File: config.mk
export PLATFORM = sky130hd
export DESIGN_NAME = capture_phase_align_and_channel_mux
export DESIGN_NICKNAME = d
export VERILOG_FILES = /design/src/rtl/capture_align_pkg.sv /design/src/rtl/capture_phase_align_and_channel_mux.sv
export VERILOG_INCLUDE_DIRS = /design/src /design/src/rtl
export SDC_FILE = /design/constraint.sdc
export NUM_CORES = 1
export LEC_CHECK = 0
export BUFFER_PORTS_ARGS = -buffer_cell sky130_fd_sc_hd__clkbuf_2
export CORE_MARGIN = 2
export CORE_UTILIZATION = 33
export DETAILED_ROUTE_END_ITERATION = 12
export REMOVE_ABC_BUFFERS = 1
export SKIP_LAST_GASP = 1
export SLEW_MARGIN = 20
export SYNTH_ARGS = -nofsm -noshare
export SYNTH_HDL_FRONTEND = slang
export SYNTH_SLANG_ARGS = --single-unit
File: constraint.sdc
create_clock -name clk_i -period 14.1 [get_ports clk_i]
set_clock_uncertainty 0.15 [all_clocks]
set_input_delay 0.705 -clock clk_i [delete_from_list [all_inputs] [get_ports clk_i]]
set_output_delay 0.705 -clock clk_i [all_outputs]
set_load 0.005 [all_outputs]
File: src/rtl/capture_align_regs.svh
// Constants for the capture phase alignment and channel mux block.
// Assumes a single 125 MHz fabric clock; all board pins arrive asynchronously.
// Operation
// - Timing reset restores build default phase offset
// - Default offset +50 for 8-bit, else -10
// - Capture serial data at phase-shifted clock edges
// - Step button: jumper open increments, shorted decrements
// - Held button keeps stepping continuously
// - Phase offset signed, limit plus/minus 255
// - Offset not reported; only range LED shown
// - Out-of-range phase lights the range LED
// - Recover via timing reset or reversed stepping
// - One step per 2^19 frame periods
// - Converter configuration port passes untouched
// - Jumpers pick A/B and C/D channels
// - Eight seven-bit shift registers, four per edge
// - Two jumpers select 8/10/12/14-bit width
// - Mux in frame domain, one clock per pair
`ifndef CAPTURE_ALIGN_REGS_SVH
`define CAPTURE_ALIGN_REGS_SVH

`define CLK_PERIOD_NS 8
`define DEBOUNCE_NS 1000000
`define DEBOUNCE_CYCLES (`DEBOUNCE_NS / `CLK_PERIOD_NS)
`define PHASE_DEFAULT_8BIT (10'sh032)
`define PHASE_DEFAULT_OTHER (-10'sh00A)
`define PHASE_LIMIT (10'sh0FF)
`define PHASE_SAT (10'sh100)
`define TAP_BIAS (10'h100)
`define TAP_LSB 5
`define TAP_MAX (4'hF)
`define STEP_FRAMES 524288
`define PACE_BITS 20
`define WORD_BITS 14
`define HALF_BITS 7
`define FIFO_DEPTH 16
`define OUT_CLK_HIGH (2'h2)

`endif

File: src/rtl/capture_align_pkg.sv
// Types shared by the capture phase alignment block.
// Assumes the constants header is included by users needing numbers.
`default_nettype none
package capture_align_pkg;
	typedef logic signed [9:0] phase_t;
	typedef enum logic [1:0] {WIDTH_8, WIDTH_10, WIDTH_12, WIDTH_14} width_e;
	typedef logic [13:0] word_t;
endpackage : capture_align_pkg
`default_nettype wire

File: src/rtl/capture_phase_align_and_channel_mux.sv
// Pin filter, word FIFO and the capture phase alignment / channel mux top.
// Assumes every board pin is asynchronous to clk_i and buttons read 1 when pressed.
`timescale 1ns/1ps
`default_nettype none
`include "capture_align_regs.svh"

module pin_filter #(
	parameter int W = 1,
	parameter int HOLD = 0
) (
	input wire logic clk_i,
	input wire logic rst_i,
	input wire logic [W-1:0] pin_i,
	output logic [W-1:0] level_o
);
	logic [W-1:0] s1;
	logic [W-1:0] s2;
	logic [W-1:0] s3;
	always_ff @(posedge clk_i or posedge rst_i) begin
		if (rst_i) begin
			s1 <= '0;
			s2 <= '0;
			s3 <= '0;
		end else begin
			s1 <= pin_i;
			s2 <= s1;
			s3 <= s2;
		end
	end
	// Per-bit counter so one bouncing jumper cannot hold up another
	for (genvar b = 0; b < W; b++) begin : g_bit
		logic [16:0] cnt;
		wire agree = (s2[b] == s3[b]);
		wire done = (cnt >= 17'(HOLD));
		always_ff @(posedge clk_i or posedge rst_i) begin
			if (rst_i) begin
				cnt <= '0;
				level_o[b] <= 1'b0;
			end else if (!agree || s3[b] == level_o[b]) begin
				cnt <= '0;
			end else if (done) begin
				cnt <= '0;
				level_o[b] <= s3[b];
			end else begin
				cnt <= cnt + 17'h00001;
			end
		end
	end
endmodule : pin_filter

module word_fifo #(
	parameter int WIDTH = 28,
	parameter int DEPTH = 16
) (
	input wire logic clk_i,
	input wire logic rst_i,
	input wire logic in_valid_i,
	output logic in_ready_o,
	input wire logic [WIDTH-1:0] in_data_i,
	output logic out_valid_o,
	input wire logic out_ready_i,
	output logic [WIDTH-1:0] out_data_o
);
	localparam int AW = $clog2(DEPTH);
	logic [WIDTH-1:0] mem [DEPTH];
	logic [AW:0] wr_ptr;
	logic [AW:0] rd_ptr;
	wire full = (wr_ptr[AW] != rd_ptr[AW]) && (wr_ptr[AW-1:0] == rd_ptr[AW-1:0]);
	wire empty = (wr_ptr == rd_ptr);
	wire push = in_valid_i && !full;
	wire pop = out_ready_i && !empty;
	assign in_ready_o = !full;
	assign out_valid_o = !empty;
	assign out_data_o = mem[rd_ptr[AW-1:0]];
	always_ff @(posedge clk_i or posedge rst_i) begin
		if (rst_i) begin
			wr_ptr <= '0;
			rd_ptr <= '0;
		end else begin
			if (push) begin
				wr_ptr <= wr_ptr + 1'b1;
			end
			if (pop) begin
				rd_ptr <= rd_ptr + 1'b1;
			end
		end
	end
	always_ff @(posedge clk_i) begin
		if (push) begin
			mem[wr_ptr[AW-1:0]] <= in_data_i;
		end
	end
endmodule : word_fifo

module capture_phase_align_and_channel_mux #(
	parameter bit EIGHT_BIT_BUILD = 1'b0,
	parameter int STEP_FRAMES = `STEP_FRAMES,
	parameter int DEBOUNCE_CYCLES = `DEBOUNCE_CYCLES
) (
	input wire logic clk_i,
	input wire logic rst_i,
	input wire logic serial_bit_clock_in_i,
	input wire logic frame_clock_in_i,
	input wire logic [3:0] adc_serial_i,
	input wire logic timing_reset_button_i,
	input wire logic phase_step_button_i,
	input wire logic phase_direction_jumper_i,
	input wire logic width_select_hi_jumper_i,
	input wire logic width_select_lo_jumper_i,
	input wire logic pair_ab_select_jumper_i,
	input wire logic pair_cd_select_jumper_i,
	input wire logic pair_hold_i,
	output logic [13:0] pair_ab_data_o,
	output logic [13:0] pair_cd_data_o,
	output logic pair_ab_out_clock_o,
	output logic pair_cd_out_clock_o,
	output logic phase_range_led_o,
	output logic overrun_o
);
	// Configuration port wiring runs past this block on the board; nothing here touches it

	logic [6:0] fast;
	logic [6:0] slow;
	pin_filter #(.W(7), .HOLD(0)) u_fast (
		.clk_i(clk_i),
		.rst_i(rst_i),
		.pin_i({pair_hold_i, frame_clock_in_i, serial_bit_clock_in_i, adc_serial_i}),
		.level_o(fast)
	);
	pin_filter #(.W(7), .HOLD(DEBOUNCE_CYCLES)) u_slow (
		.clk_i(clk_i),
		.rst_i(rst_i),
		.pin_i({timing_reset_button_i, phase_step_button_i, phase_direction_jumper_i,
			width_select_hi_jumper_i, width_select_lo_jumper_i,
			pair_ab_select_jumper_i, pair_cd_select_jumper_i}),
		.level_o(slow)
	);
	wire [3:0] adc = fast[3:0];
	wire bclk = fast[4];
	wire fclk = fast[5];
	wire hold = fast[6];
	wire treset = slow[6];
	wire step_held = slow[5];
	wire dir_down = slow[4];
	wire sel_ab = slow[1];
	wire sel_cd = slow[0];
	wire capture_align_pkg::width_e width = capture_align_pkg::width_e'(slow[3:2]);

	logic bclk_q;
	logic fclk_q;
	logic treset_q;
	wire rise_ev = bclk && !bclk_q;
	wire fall_ev = !bclk && bclk_q;
	wire frame_edge = fclk && !fclk_q;
	wire tr_press = treset && !treset_q;

	// Phase offset and stepping
	localparam capture_align_pkg::phase_t DEFAULT_PHASE =
		EIGHT_BIT_BUILD ? `PHASE_DEFAULT_8BIT : `PHASE_DEFAULT_OTHER;
	capture_align_pkg::phase_t phase;
	logic [`PACE_BITS-1:0] pace;
	wire pace_end = (pace == `PACE_BITS'(STEP_FRAMES - 1));
	wire step_fire = step_held && frame_edge && pace_end;
	wire at_top = (phase == `PHASE_SAT);
	wire at_bottom = (phase == -`PHASE_SAT);
	// Saturate one past the limit so the overflow stays visible and reversible
	wire capture_align_pkg::phase_t stepped = dir_down ? (at_bottom ? phase : phase - 10'sd1)
		: (at_top ? phase : phase + 10'sd1);
	wire capture_align_pkg::phase_t next_phase = tr_press ? DEFAULT_PHASE
		: (step_fire ? stepped : phase);
	wire out_of_range = (phase > `PHASE_LIMIT) || (phase < -`PHASE_LIMIT);
	wire [`PACE_BITS-1:0] next_pace = (!step_held || tr_press) ? '0
		: (frame_edge ? (pace_end ? '0 : pace + 1'b1) : pace);

	// Offset becomes a tap of 0..15 fabric cycles after each bit clock edge
	wire [9:0] biased = 10'(phase) + `TAP_BIAS;
	wire [3:0] tap = out_of_range ? (phase[9] ? 4'h0 : `TAP_MAX) : biased[`TAP_LSB +: 4];

	logic [15:0] rise_dly;
	logic [15:0] fall_dly;
	wire cap_rise = rise_dly[tap];
	wire cap_fall = fall_dly[tap];

	logic [6:0] rise_sr [4];
	logic [6:0] fall_sr [4];
	capture_align_pkg::word_t word [4];
	capture_align_pkg::word_t mask;
	assign mask = (width == capture_align_pkg::WIDTH_8) ? 14'h00FF
		: (width == capture_align_pkg::WIDTH_10) ? 14'h03FF
		: (width == capture_align_pkg::WIDTH_12) ? 14'h0FFF : 14'h3FFF;

	for (genvar c = 0; c < 4; c++) begin : g_chan
		for (genvar k = 0; k < `HALF_BITS; k++) begin : g_bit
			assign word[c][2*k+1] = rise_sr[c][k] & mask[2*k+1];
			assign word[c][2*k] = fall_sr[c][k] & mask[2*k];
		end
		always_ff @(posedge clk_i or posedge rst_i) begin
			if (rst_i) begin
				rise_sr[c] <= '0;
				fall_sr[c] <= '0;
			end else begin
				if (cap_rise) begin
					rise_sr[c] <= {rise_sr[c][5:0], adc[c]};
				end
				if (cap_fall) begin
					fall_sr[c] <= {fall_sr[c][5:0], adc[c]};
				end
			end
		end
	end

	wire capture_align_pkg::word_t ab_word = sel_ab ? word[1] : word[0];
	wire capture_align_pkg::word_t cd_word = sel_cd ? word[3] : word[2];

	logic fifo_in_ready;
	logic fifo_out_valid;
	logic [27:0] fifo_out_data;
	logic [1:0] div;
	wire pop = fifo_out_valid && !hold && (div == 2'h0);
	word_fifo #(.WIDTH(28), .DEPTH(`FIFO_DEPTH)) u_fifo (
		.clk_i(clk_i),
		.rst_i(rst_i),
		.in_valid_i(frame_edge),
		.in_ready_o(fifo_in_ready),
		.in_data_i({ab_word, cd_word}),
		.out_valid_o(fifo_out_valid),
		.out_ready_i(pop),
		.out_data_o(fifo_out_data)
	);

	always_ff @(posedge clk_i or posedge rst_i) begin
		if (rst_i) begin
			bclk_q <= 1'b0;
			fclk_q <= 1'b0;
			treset_q <= 1'b0;
			rise_dly <= '0;
			fall_dly <= '0;
			phase <= DEFAULT_PHASE;
			pace <= '0;
			phase_range_led_o <= 1'b0;
		end else begin
			bclk_q <= bclk;
			fclk_q <= fclk;
			treset_q <= treset;
			rise_dly <= {rise_dly[14:0], rise_ev};
			fall_dly <= {fall_dly[14:0], fall_ev};
			phase <= next_phase;
			pace <= next_pace;
			phase_range_led_o <= out_of_range;
		end
	end

	// Output side; the frame-domain words leave on the pair clocks
	always_ff @(posedge clk_i or posedge rst_i) begin
		if (rst_i) begin
			div <= 2'h0;
			pair_ab_data_o <= '0;
			pair_cd_data_o <= '0;
			pair_ab_out_clock_o <= 1'b1;
			pair_cd_out_clock_o <= 1'b1;
			overrun_o <= 1'b0;
		end else begin
			div <= div + 2'h1;
			if (pop) begin
				pair_ab_data_o <= fifo_out_data[27:14];
				pair_cd_data_o <= fifo_out_data[13:0];
				pair_ab_out_clock_o <= 1'b0;
				pair_cd_out_clock_o <= 1'b0;
			end else if (div == `OUT_CLK_HIGH) begin
				// Rising edge sits mid-word so the FIFO board samples settled data
				pair_ab_out_clock_o <= 1'b1;
				pair_cd_out_clock_o <= 1'b1;
			end
			// A full buffer drops the frame; the flag survives until the next timing reset
			if (frame_edge && !fifo_in_ready) begin
				overrun_o <= 1'b1;
			end else if (tr_press) begin
				overrun_o <= 1'b0;
			end
		end
	end
endmodule : capture_phase_align_and_channel_mux
`default_nettype wire

==> results of run 1 <==
state kept, by name, indices dropped and copies added (netlist names), 7 cells and up:
| name | flops |
|---|---|
| u_fifo.mem | 448 |
| u_slow.g_bit.cnt | 119 |
| fall_sr | 28 |
| rise_sr | 28 |
| pace | 20 |
| fall_dly | 16 |
| rise_dly | 16 |
| pair_ab_data_o | 14 |
| pair_cd_data_o | 14 |
| phase | 10 |
| u_fast.level_o | 7 |
| u_fast.s1 | 7 |
| u_fast.s2 | 7 |
| u_fast.s3 | 7 |
| u_slow.level_o | 7 |
| u_slow.s1 | 7 |
| u_slow.s2 | 7 |
| u_slow.s3 | 7 |
timing repair:
item / 4_1_cts / 5_1_grt
endpoints found under the hold margin: 8 / 0
hold buffers: 8 / 0
gates resized for setup: 0 / 0
metal layers:
metal / vias to the layer above / global-route usage [%] / part of all wire (%)
met5: - / 0 / 0
met4: 0 / 3.49 / 2.3
met3: 98 / 2.51 / 4.3
met2: 317 / 22.2 / 50
met1: 8496 / 17.0 / 44
li1: 7398 / - / -
cells by family after synthesis:
kind of cell | count (synthesis) | synth area share, %
compound gates | 111 | 2.28
flops | 787 | 69.4
mux | 259 | 14.4
xor+xnor | 139 | 3.85
buf+inv | 110 | 1.56
fa+ha+maj | 38 | 1.47
simple gates | 480 | 7.06
path summary, 6_finish.rpt:
path | endpoint | slack [ps] | cells past startpoint
max | pair_ab_data_o[5] | 9950 | 5
min | u_fast.s1[5] | 30 | 1
max reg2reg | pair_ab_data_o[5] | 9950 | 5
min reg2reg | u_fast.s2[5] | 200 | 0
max in group asynchronous | u_fifo.rd_ptr[1] | 12170 | 3
min in group asynchronous | u_slow.g_bit[1].cnt[3] | 60 | 2
per-stage QoR:
stage | utilization, % | power [mW] | worst slack, ps
after detailed placement | 35.2 | 4.15 | 9820
after CTS | 38.4 | 6.50 | 9800
final | 38.5 | 6.40 | 9950
after global placement | 35.2 | 4.12 | 9870
after global routing | 38.5 | 6.68 | 9580
after floorplan | - | 3.83 | 3860
power groups by stage:
stage	Clock (mW)	Combinational (mW)	Sequential [mW]
6_report	2.33	1.11	2.97
5_1_grt	2.47	1.21	3.00
4_1_cts	2.39	1.14	2.97
3_5_place_dp	0	1.13	3.02
3_3_place_gp	0	1.11	3.01
2_1_floorplan	0	0.790	3.04
cells in the final DEF, fill, tap and decap left out, types with 9 or more instances in the layout:
master     Yosys  final
nor4_1        12     12
clkbuf_8       0     17
bufinv_16      0      9
mux2_2        84     84
o211ai_1      12     12
nand4_1       27     27
ha_1          30     30
nand3_1       54     54
inv_1         41     40
and3_1        35     35
nor2_4         0     12
clkbuf_1      41     19
clkbuf_2       1     47
clkinv_2       0     15
a21oi_1       20     19
nor2_1       211    191
buf_4          1     24
dfstp_2        9      9
nand2b_1      10     10
mux2_4        20     20
xor2_1        78     78
clkbuf_16      0     86
edfxtp_1     448    448
nor3_1        17     13
dfrtp_1      330    327
mux2i_1       15     15
mux4_2       140    140
o21ai_0       34     34
xnor2_1       61     61
nand2_1       80     80
layout make-up:
cell class	count	area, sq um
fill	8658	58500
sequential	787	22000
multi-input combinational	1027	9330
clock buffer	122	2460
tap	1265	1580
clock inverter	38	532
timing repair buffer	80	515
inverter	41	161
antenna	2	5.00
==> impl_metrics.tcl, run 1 <==
set metrics [dict create \
    die-height_um 314 \
    clk_latency_ps 640 \
    ant_nets 0 \
    syn-cell-area_sq_mm 0.0316 \
    initial_core_util_pct 33.3 \
    ys.flop_type "edfxtp_1" \
    switching_share_pct 26.0 \
    pwr-share-seq_pct 46.3 \
    stdcell_area_sq_mm 0.0365 \
    cts_tree "yes" \
    grt_pass1_vias 17300 \
    cts-root-buf "clkbuf_16" \
    worstMarginPinSlew_ps 1000 \
    hold_path_startpoint "frame_clock_in_i" \
    grtUsageTotal_pct 13.0 \
    arrival_ps 4530 \
    timing.hold.ws_ps 35.0 \
    p_leak_nw 13.0 \
    dpl_cell_area_sq_mm 0.0334 \
    stdcell_count 3362 \
    tns_ps 0 \
    overflow 0 \
    dp_cells 3192 \
    clockBufferDepth 3 \
    finalSetupViolCount 0 \
    grt_max_degree 182 \
    wl_per_cell_um 18.8 \
    core_sq_mm 0.0950 \
    crit_type "flop to flop" \
    synthToLayoutAreaGrowth_pct 15.5 \
    hold_viol_final 0 \
    max_freq_mhz 241 \
    rows 113 \
    cts_inserted_buffers 85 \
    numClockSinks 787 \
    crit_required_ps 14480 \
    die_w_um 314 \
    gp_congestion 0.770 \
    slew_headroom_pct 33.0 \
    cpPeakStageDelay_ps 900 \
    yosys.area.top_type_share_pct 42.5 \
    yosysTopAreaCell "edfxtp_1" \
    worst-path-buf-inv 2 \
    startpoint "u_fifo.rd_ptr[0]" \
    synth-edff-count 448 \
    p_clk_share_pct 36.3 \
    synth_seq_cells 787 \
    fin_nets 2069 \
    yosys_warnings 0 \
    drc_errors 0 \
    slowest_stage "dfrtp_4" \
    synth_common_cells "448 x edfxtp_1, 330 x dfrtp_1, 211 x nor2_1, 140 x mux4_2, 84 x mux2_2" \
    cp_cell_sequence "buf_4 > buf_4 > mux4_2 > mux4_2 > mux2_2" \
    fin_crit_sh_pct 29.4 \
    async_reset_ff_share_pct 43.1 \
    drt-pass1-iter-count 5 \
    rsz0062_at_grt "false" \
    cts_setup_buffers 0 \
    maxSlewViolCount 0 \
    pin_count 48 \
    syn_avg_cell_area_sq_um 16.4 \
    peakVddDrop_v 0.000118 \
    portBuffers 47 \
    num_vias 16300 \
    power_switching_mw 1.66 \
    comb_power_share_pct 17.3 \
    min_period_ps 4150 \
    dp_hpwl_um 37000 \
    crit_path_end_kind "flop" \
    clk_pin_slew_ps 60 \
    ys_seq_area_share_pct 69.4 \
    yosys.cell_types.count 61 \
    drv_cap 0 \
    path_max_fanout 46 \
    hp-class "input pin to flop" \
    cts_max_level 3 \
    drt-initial-drc-count 1084 \
    die_area_sq_mm 0.0983 \
    powerDensity_mw_per_mm2 175 \
    synthCells 1924 \
    synth.most_common_cell "edfxtp_1" \
    drt-total-wl_um 63100 \
    antenna_found_initial 1 \
    r2r-start "u_fifo.rd_ptr[0]" \
    cp_top_family "buffers and inverters" \
    drive_gt1_share_pct 24.1 \
    outcome "finished clean" \
    startpoint_type "flop" \
    grt_pass1_wl_um 99900 \
    synth_area_leaders "edfxtp_1 43%, dfrtp_1 26%, mux4_2 10%" \
    viasPerCell 4.85 \
    internal_power_mw 4.74 \
]
No activity file was read; power rests on OpenSTA's default activity.
==> run 2, diff against run 1 <==
Clock period 14.1 ns to 4.26 ns, I/O delays scaled along.
==> run 2 against run 1 <==
Compared with the run above:
- global-route usage decreased by 0.12 points
- largest power group unchanged
- critical endpoint is now u_fifo.mem[5][25]
- critical path depth stayed put
- critical path type unchanged
- register-to-register slack got worse by 9000 ps
- core utilization is essentially flat
==> impl_metrics.tcl, run 2 (synthesis results as in run 1) <==
set metrics [dict create \
    outcome "finished clean" \
    comb_power_share_pct 19.3 \
    cts_hold_buf 15 \
    peakVddDrop_v 0.000533 \
    numClockSinks 787 \
    dp_hpwl_um 38000 \
    cts_max_level 3 \
    initial_core_util_pct 33.3 \
    min_period_ps 3280 \
    powerDensity_mw_per_mm2 582 \
    grt_pass1_wl_um 99600 \
    grt_max_degree 127 \
    cts-root-buf "clkbuf_16" \
    drive_gt1_share_pct 23.4 \
    gp_congestion 0.752 \
    synthToLayoutAreaGrowth_pct 15.4 \
    die_area_sq_mm 0.0983 \
    num_vias 16400 \
    dp_cells 3184 \
    rows 113 \
    max_freq_mhz 305 \
    fillers 8699 \
    antennaDiodeCount 0 \
    maxSlewViolCount 0 \
    cts_inserted_buffers 86 \
    clk_pin_slew_ps 60 \
    cts_tree "yes" \
    switching_share_pct 26.5 \
    layout_commonest_cell "edfxtp_1" \
    grt_pass1_vias 17400 \
    wl_per_cell_um 18.7 \
    internal_power_mw 15.6 \
    largest_reg_flops 448 \
    antenna_found_initial 3 \
    stdcell_count 3359 \
    startpoint_type "flop" \
    ant_nets 0 \
    core_sq_mm 0.0950 \
    rsz0062_at_grt "false" \
    crit_required_ps 4350 \
    portBuffers 47 \
    overflow 0 \
    post_cts_resized 0 \
    drv_cap 0 \
    pwr-share-seq_pct 45.2 \
    cts_setup_buffers 0 \
    r2r_slack_ps 980 \
    die_w_um 314 \
    p_leak_nw 13.0 \
    fin_crit_sh_pct 76.9 \
    grtUsageTotal_pct 12.9 \
    power_switching_mw 5.62 \
    drt-total-wl_um 62700 \
    hp-class "input pin to flop" \
    drt-pass1-iter-count 5 \
    viasPerCell 4.88 \
    finalSetupViolCount 0 \
    drt-initial-drc-count 1052 \
    crit_type "flop to flop" \
    tns_ps 0 \
    mostFrequentLayoutCells "448 x edfxtp_1, 327 x dfrtp_1, 191 x nor2_1" \
    slew_headroom_pct 25.3 \
    hold_viol_final 0 \
    path_max_fanout 28 \
    fin_nets 2069 \
    clk_latency_ps 630 \
    clockBufferDepth 3 \
    die-height_um 314 \
    crit_path_end_kind "flop" \
    p_clk_share_pct 35.5 \
    worstMarginPinSlew_ps 1120 \
    final_util_pct 38.4 \
    pin_count 48 \
    drc_errors 0 \
    arrival_ps 3370 \
]
[run 2: path summary, 6_finish.rpt]
| path | endpoint | from | cells after the start |
|---|---|---|---|
| hold reg to reg | u_fast.s2[6] | u_fast.s1[6] | 0 |
| setup reg to reg | u_fifo.mem[5][25] | u_fifo.wr_ptr[3] | 5 |
| setup / recovery | u_fifo.mem[5][25] | u_fifo.wr_ptr[3] | 5 |
| min in group asynchronous | u_slow.g_bit[1].cnt[10] | rst_i | 3 |
| max in group asynchronous | u_fifo.rd_ptr[1] | rst_i | 4 |
| hold / removal | u_slow.s1[4] | phase_direction_jumper_i | 2 |
[run 2: critical path: stages, from the launching register on]
cell	delay, ps
dfrtp_1	560
xor2_1	220
nor4_1	130
a21oi_1	490
nand2_1	380
nor2_4	910
[run 2: routing by layer]
metal,up-vias,track usage [%],share of wire [%]
li1,7383,-,-
met1,8609,17.7,46
met2,296,21.0,48
met3,94,2.49,4.8
met4,0,3.49,2.0
met5,-,0,0
[run 2: area by class of cell]
type	instances	area, sq um	share of cell area, %
Multi-Input combinational cell	1027	9340	25.6
Clock buffer	111	2340	6.41
Clock inverter	49	564	1.55
Inverter	41	161	0.442
Sequential cell	787	22000	60.1
Timing Repair Buffer	79	563	1.54
Tap cell	1265	1580	4.34
[run 2: per-stage QoR]
step,hold slack (ps),power [mW],cell area [sq um],setup slack (ps)
6_report,76.4,21.2,36500,983
3_3_place_gp,175,13.9,33400,1010
4_1_cts,43.2,21.6,36500,939
3_5_place_dp,173,14.0,33400,986
5_1_grt,55.8,22.2,36500,758
2_1_floorplan,94.4,12.7,31300,-5480
[run 2: power groups by stage]
stage	clock (mW)	combinational [mW]	sequential, mW
after floorplan	0	2.62	10.1
after global placement	0	4.12	9.73
after detailed placement	0	4.19	9.76
after CTS	7.73	4.21	9.62
after global routing	8.05	4.46	9.70
final	7.54	4.11	9.60
==> run 3, diff against run 2 <==
Clock period 4.26 ns to 3.2 ns, I/O delays scaled along.
==> run 3 against run 2 <==
Compared with the run above:
- clock power rose by 34%
- core utilization is 0.63 points higher
- non-clock buffer count grew 43
==> impl_metrics.tcl, run 3 (synthesis results as in run 1) <==
set metrics [dict create \
    crit_required_ps 3560 \
    initial_core_util_pct 33.3 \
    startpoint "phase[8]" \
    hp-class "input pin to flop" \
    die-height_um 314 \
    switching_share_pct 26.2 \
    rsz0062_at_grt "false" \
    p_leak_nw 13.3 \
    crit_path_end_kind "flop" \
    reg2reg_to "fall_sr[22]" \
    powerDensity_mw_per_mm2 764 \
    portBuffers 47 \
    r2r_slack_ps 400 \
    outcome "finished clean" \
    pin_count 48 \
    layout_commonest_cell "edfxtp_1" \
    drc_errors 0 \
    synthToLayoutAreaGrowth_pct 17.3 \
    internal_power_mw 20.9 \
    cts_max_level 3 \
    clockBufferDepth 3 \
    core_sq_mm 0.0950 \
    drive_gt1_share_pct 24.2 \
    viasPerCell 4.89 \
    final_util_pct 39.1 \
    grtUsageTotal_pct 13.6 \
    p_clk_share_pct 35.7 \
    cts-root-buf "clkbuf_16" \
    pre_cts_slack_ps 448 \
    num_vias 16600 \
    wl_per_cell_um 19.3 \
    gp_congestion 0.759 \
    hold_viol_final 0 \
    grt_max_degree 116 \
    cts_tree "yes" \
    post_cts_resized 0 \
    dp_hpwl_um 37200 \
    slew_headroom_pct 28.1 \
    min_period_ps 2800 \
    r2r_cells 7 \
    worst_slack_ps 399 \
    mostFrequentLayoutCells "448 x edfxtp_1, 327 x dfrtp_1, 198 x nor2_1" \
    startpoint_type "flop" \
    grt_pass1_wl_um 104000 \
    fin_crit_sh_pct 87.5 \
    antennaDiodeCount 0 \
    die_area_sq_mm 0.0983 \
    drv_cap 0 \
    drt-total-wl_um 65600 \
    numClockSinks 787 \
    arrival_ps 3160 \
    cts_setup_buffers 0 \
    max_freq_mhz 357 \
    path_max_fanout 28 \
    drt-initial-drc-count 1130 \
    clk_pin_slew_ps 60 \
    finalSetupViolCount 0 \
    crit_type "flop to flop" \
    drt-pass1-iter-count 4 \
    worstMarginPinSlew_ps 1070 \
    crit_end "fall_sr[22]" \
    antenna_found_initial 0 \
    largest_reg_flops 448 \
    grt_pass1_vias 17600 \
    timing.hold.ws_ps 28.8 \
    comb_power_share_pct 19.0 \
    fin_nets 2109 \
    power_switching_mw 7.42 \
    ant_nets 0 \
    peakVddDrop_v 0.000492 \
    pwr-share-seq_pct 45.3 \
    clk_latency_ps 650 \
    maxSlewViolCount 0 \
    r2r-start "phase[8]" \
    cts_inserted_buffers 83 \
    die_w_um 314 \
    rows 113 \
    overflow 0 \
]
==> run 3: cell count changes in the layout (fill, tap and decap cells not counted), moves of 5 or more <==
cell	change
buf_12	+21
buf_4	+11
dlygate4sd3_1	+11
nor2_1	+7
nor2_2	-7
clkinv_1	-6
clkbuf_16	-5
==> run 3: worst max-delay path: stages (launching register included) <==
cell and delay (ps):
dfstp_2 700, nand2b_1 330, a21oi_1 120, or3_1 360, o311a_1 130, o32a_2 350
buf_12 180, mux2_4 310
==> run 3: repair_timing <==
| action | in CTS | in global routing |
|---|---|---|
| hold buffers | 26 | 0 |
| setup endpoints to repair | 0 | 0 |
| hold endpoints to repair | 298 | 0 |
==> run 3: power by group through the flow <==
stage                     sequential (mW)  clock (mW)  combinational [mW]
after floorplan                      13.3           0                3.24
after global placement               13.0           0                5.35
after CTS                            12.8        10.3                5.52
after global routing                 13.0        10.8                5.84
final                                12.8        10.1                5.39
after detailed placement             13.0           0                5.46
==> run 3: how the worst min path moves through the flow <==
stage	startpoint	to	slack, ps	depth (start not counted)
final	frame_clock_in_i	u_fast.s1[5]	30	2
after global routing	frame_clock_in_i	u_fast.s1[5]	20	2
after CTS	frame_clock_in_i	u_fast.s1[5]	4	2
after detailed placement	rst_i	u_slow.g_bit[1].cnt[6]	100	2
after global placement	rst_i	u_slow.g_bit[1].cnt[6]	90	2
after floorplan	adc_serial_i[0]	u_fast.s1[0]	40	0
==> run 3: metrics by stage <==
| stage | total power, mW | instance area (sq um) | TNS [ps] | cells |
|---|---|---|---|---|
| 2_1_floorplan | 16.6 | 31300 | -4076830 | 1855 |
| 3_3_place_gp | 18.3 | 33900 | 0 | 3215 |
| 3_5_place_dp | 18.5 | 33900 | 0 | 3215 |
| 4_1_cts | 28.7 | 37100 | 0 | 3396 |
| 5_1_grt | 29.6 | 37100 | 0 | 3397 |
| 6_report | 28.3 | 37100 | 0 | 3397 |
==> run 3: cell type report <==
| class | instances | area [sq um] |
|---|---|---|
| flip-flops and latches | 787 | 22000 |
| multi-input cells | 1027 | 9310 |
| inverters | 41 | 161 |
| repair buffers | 122 | 1180 |
| well taps | 1265 | 1580 |
| clock inverters | 48 | 669 |
| fillers | 8617 | 57900 |
| clock buffers | 107 | 2250 |
==> run 3: per-layer routing <==
metal	vias to the layer above	GRT usage, %	wire [um]	share of wire (%)
li1	7493	-	-	-
met2	321	23.3	32900	50
met4	0	3.59	1220	1.9
met3	95	2.63	2960	4.5
met5	-	0	0	0
met1	8690	17.7	28500	43
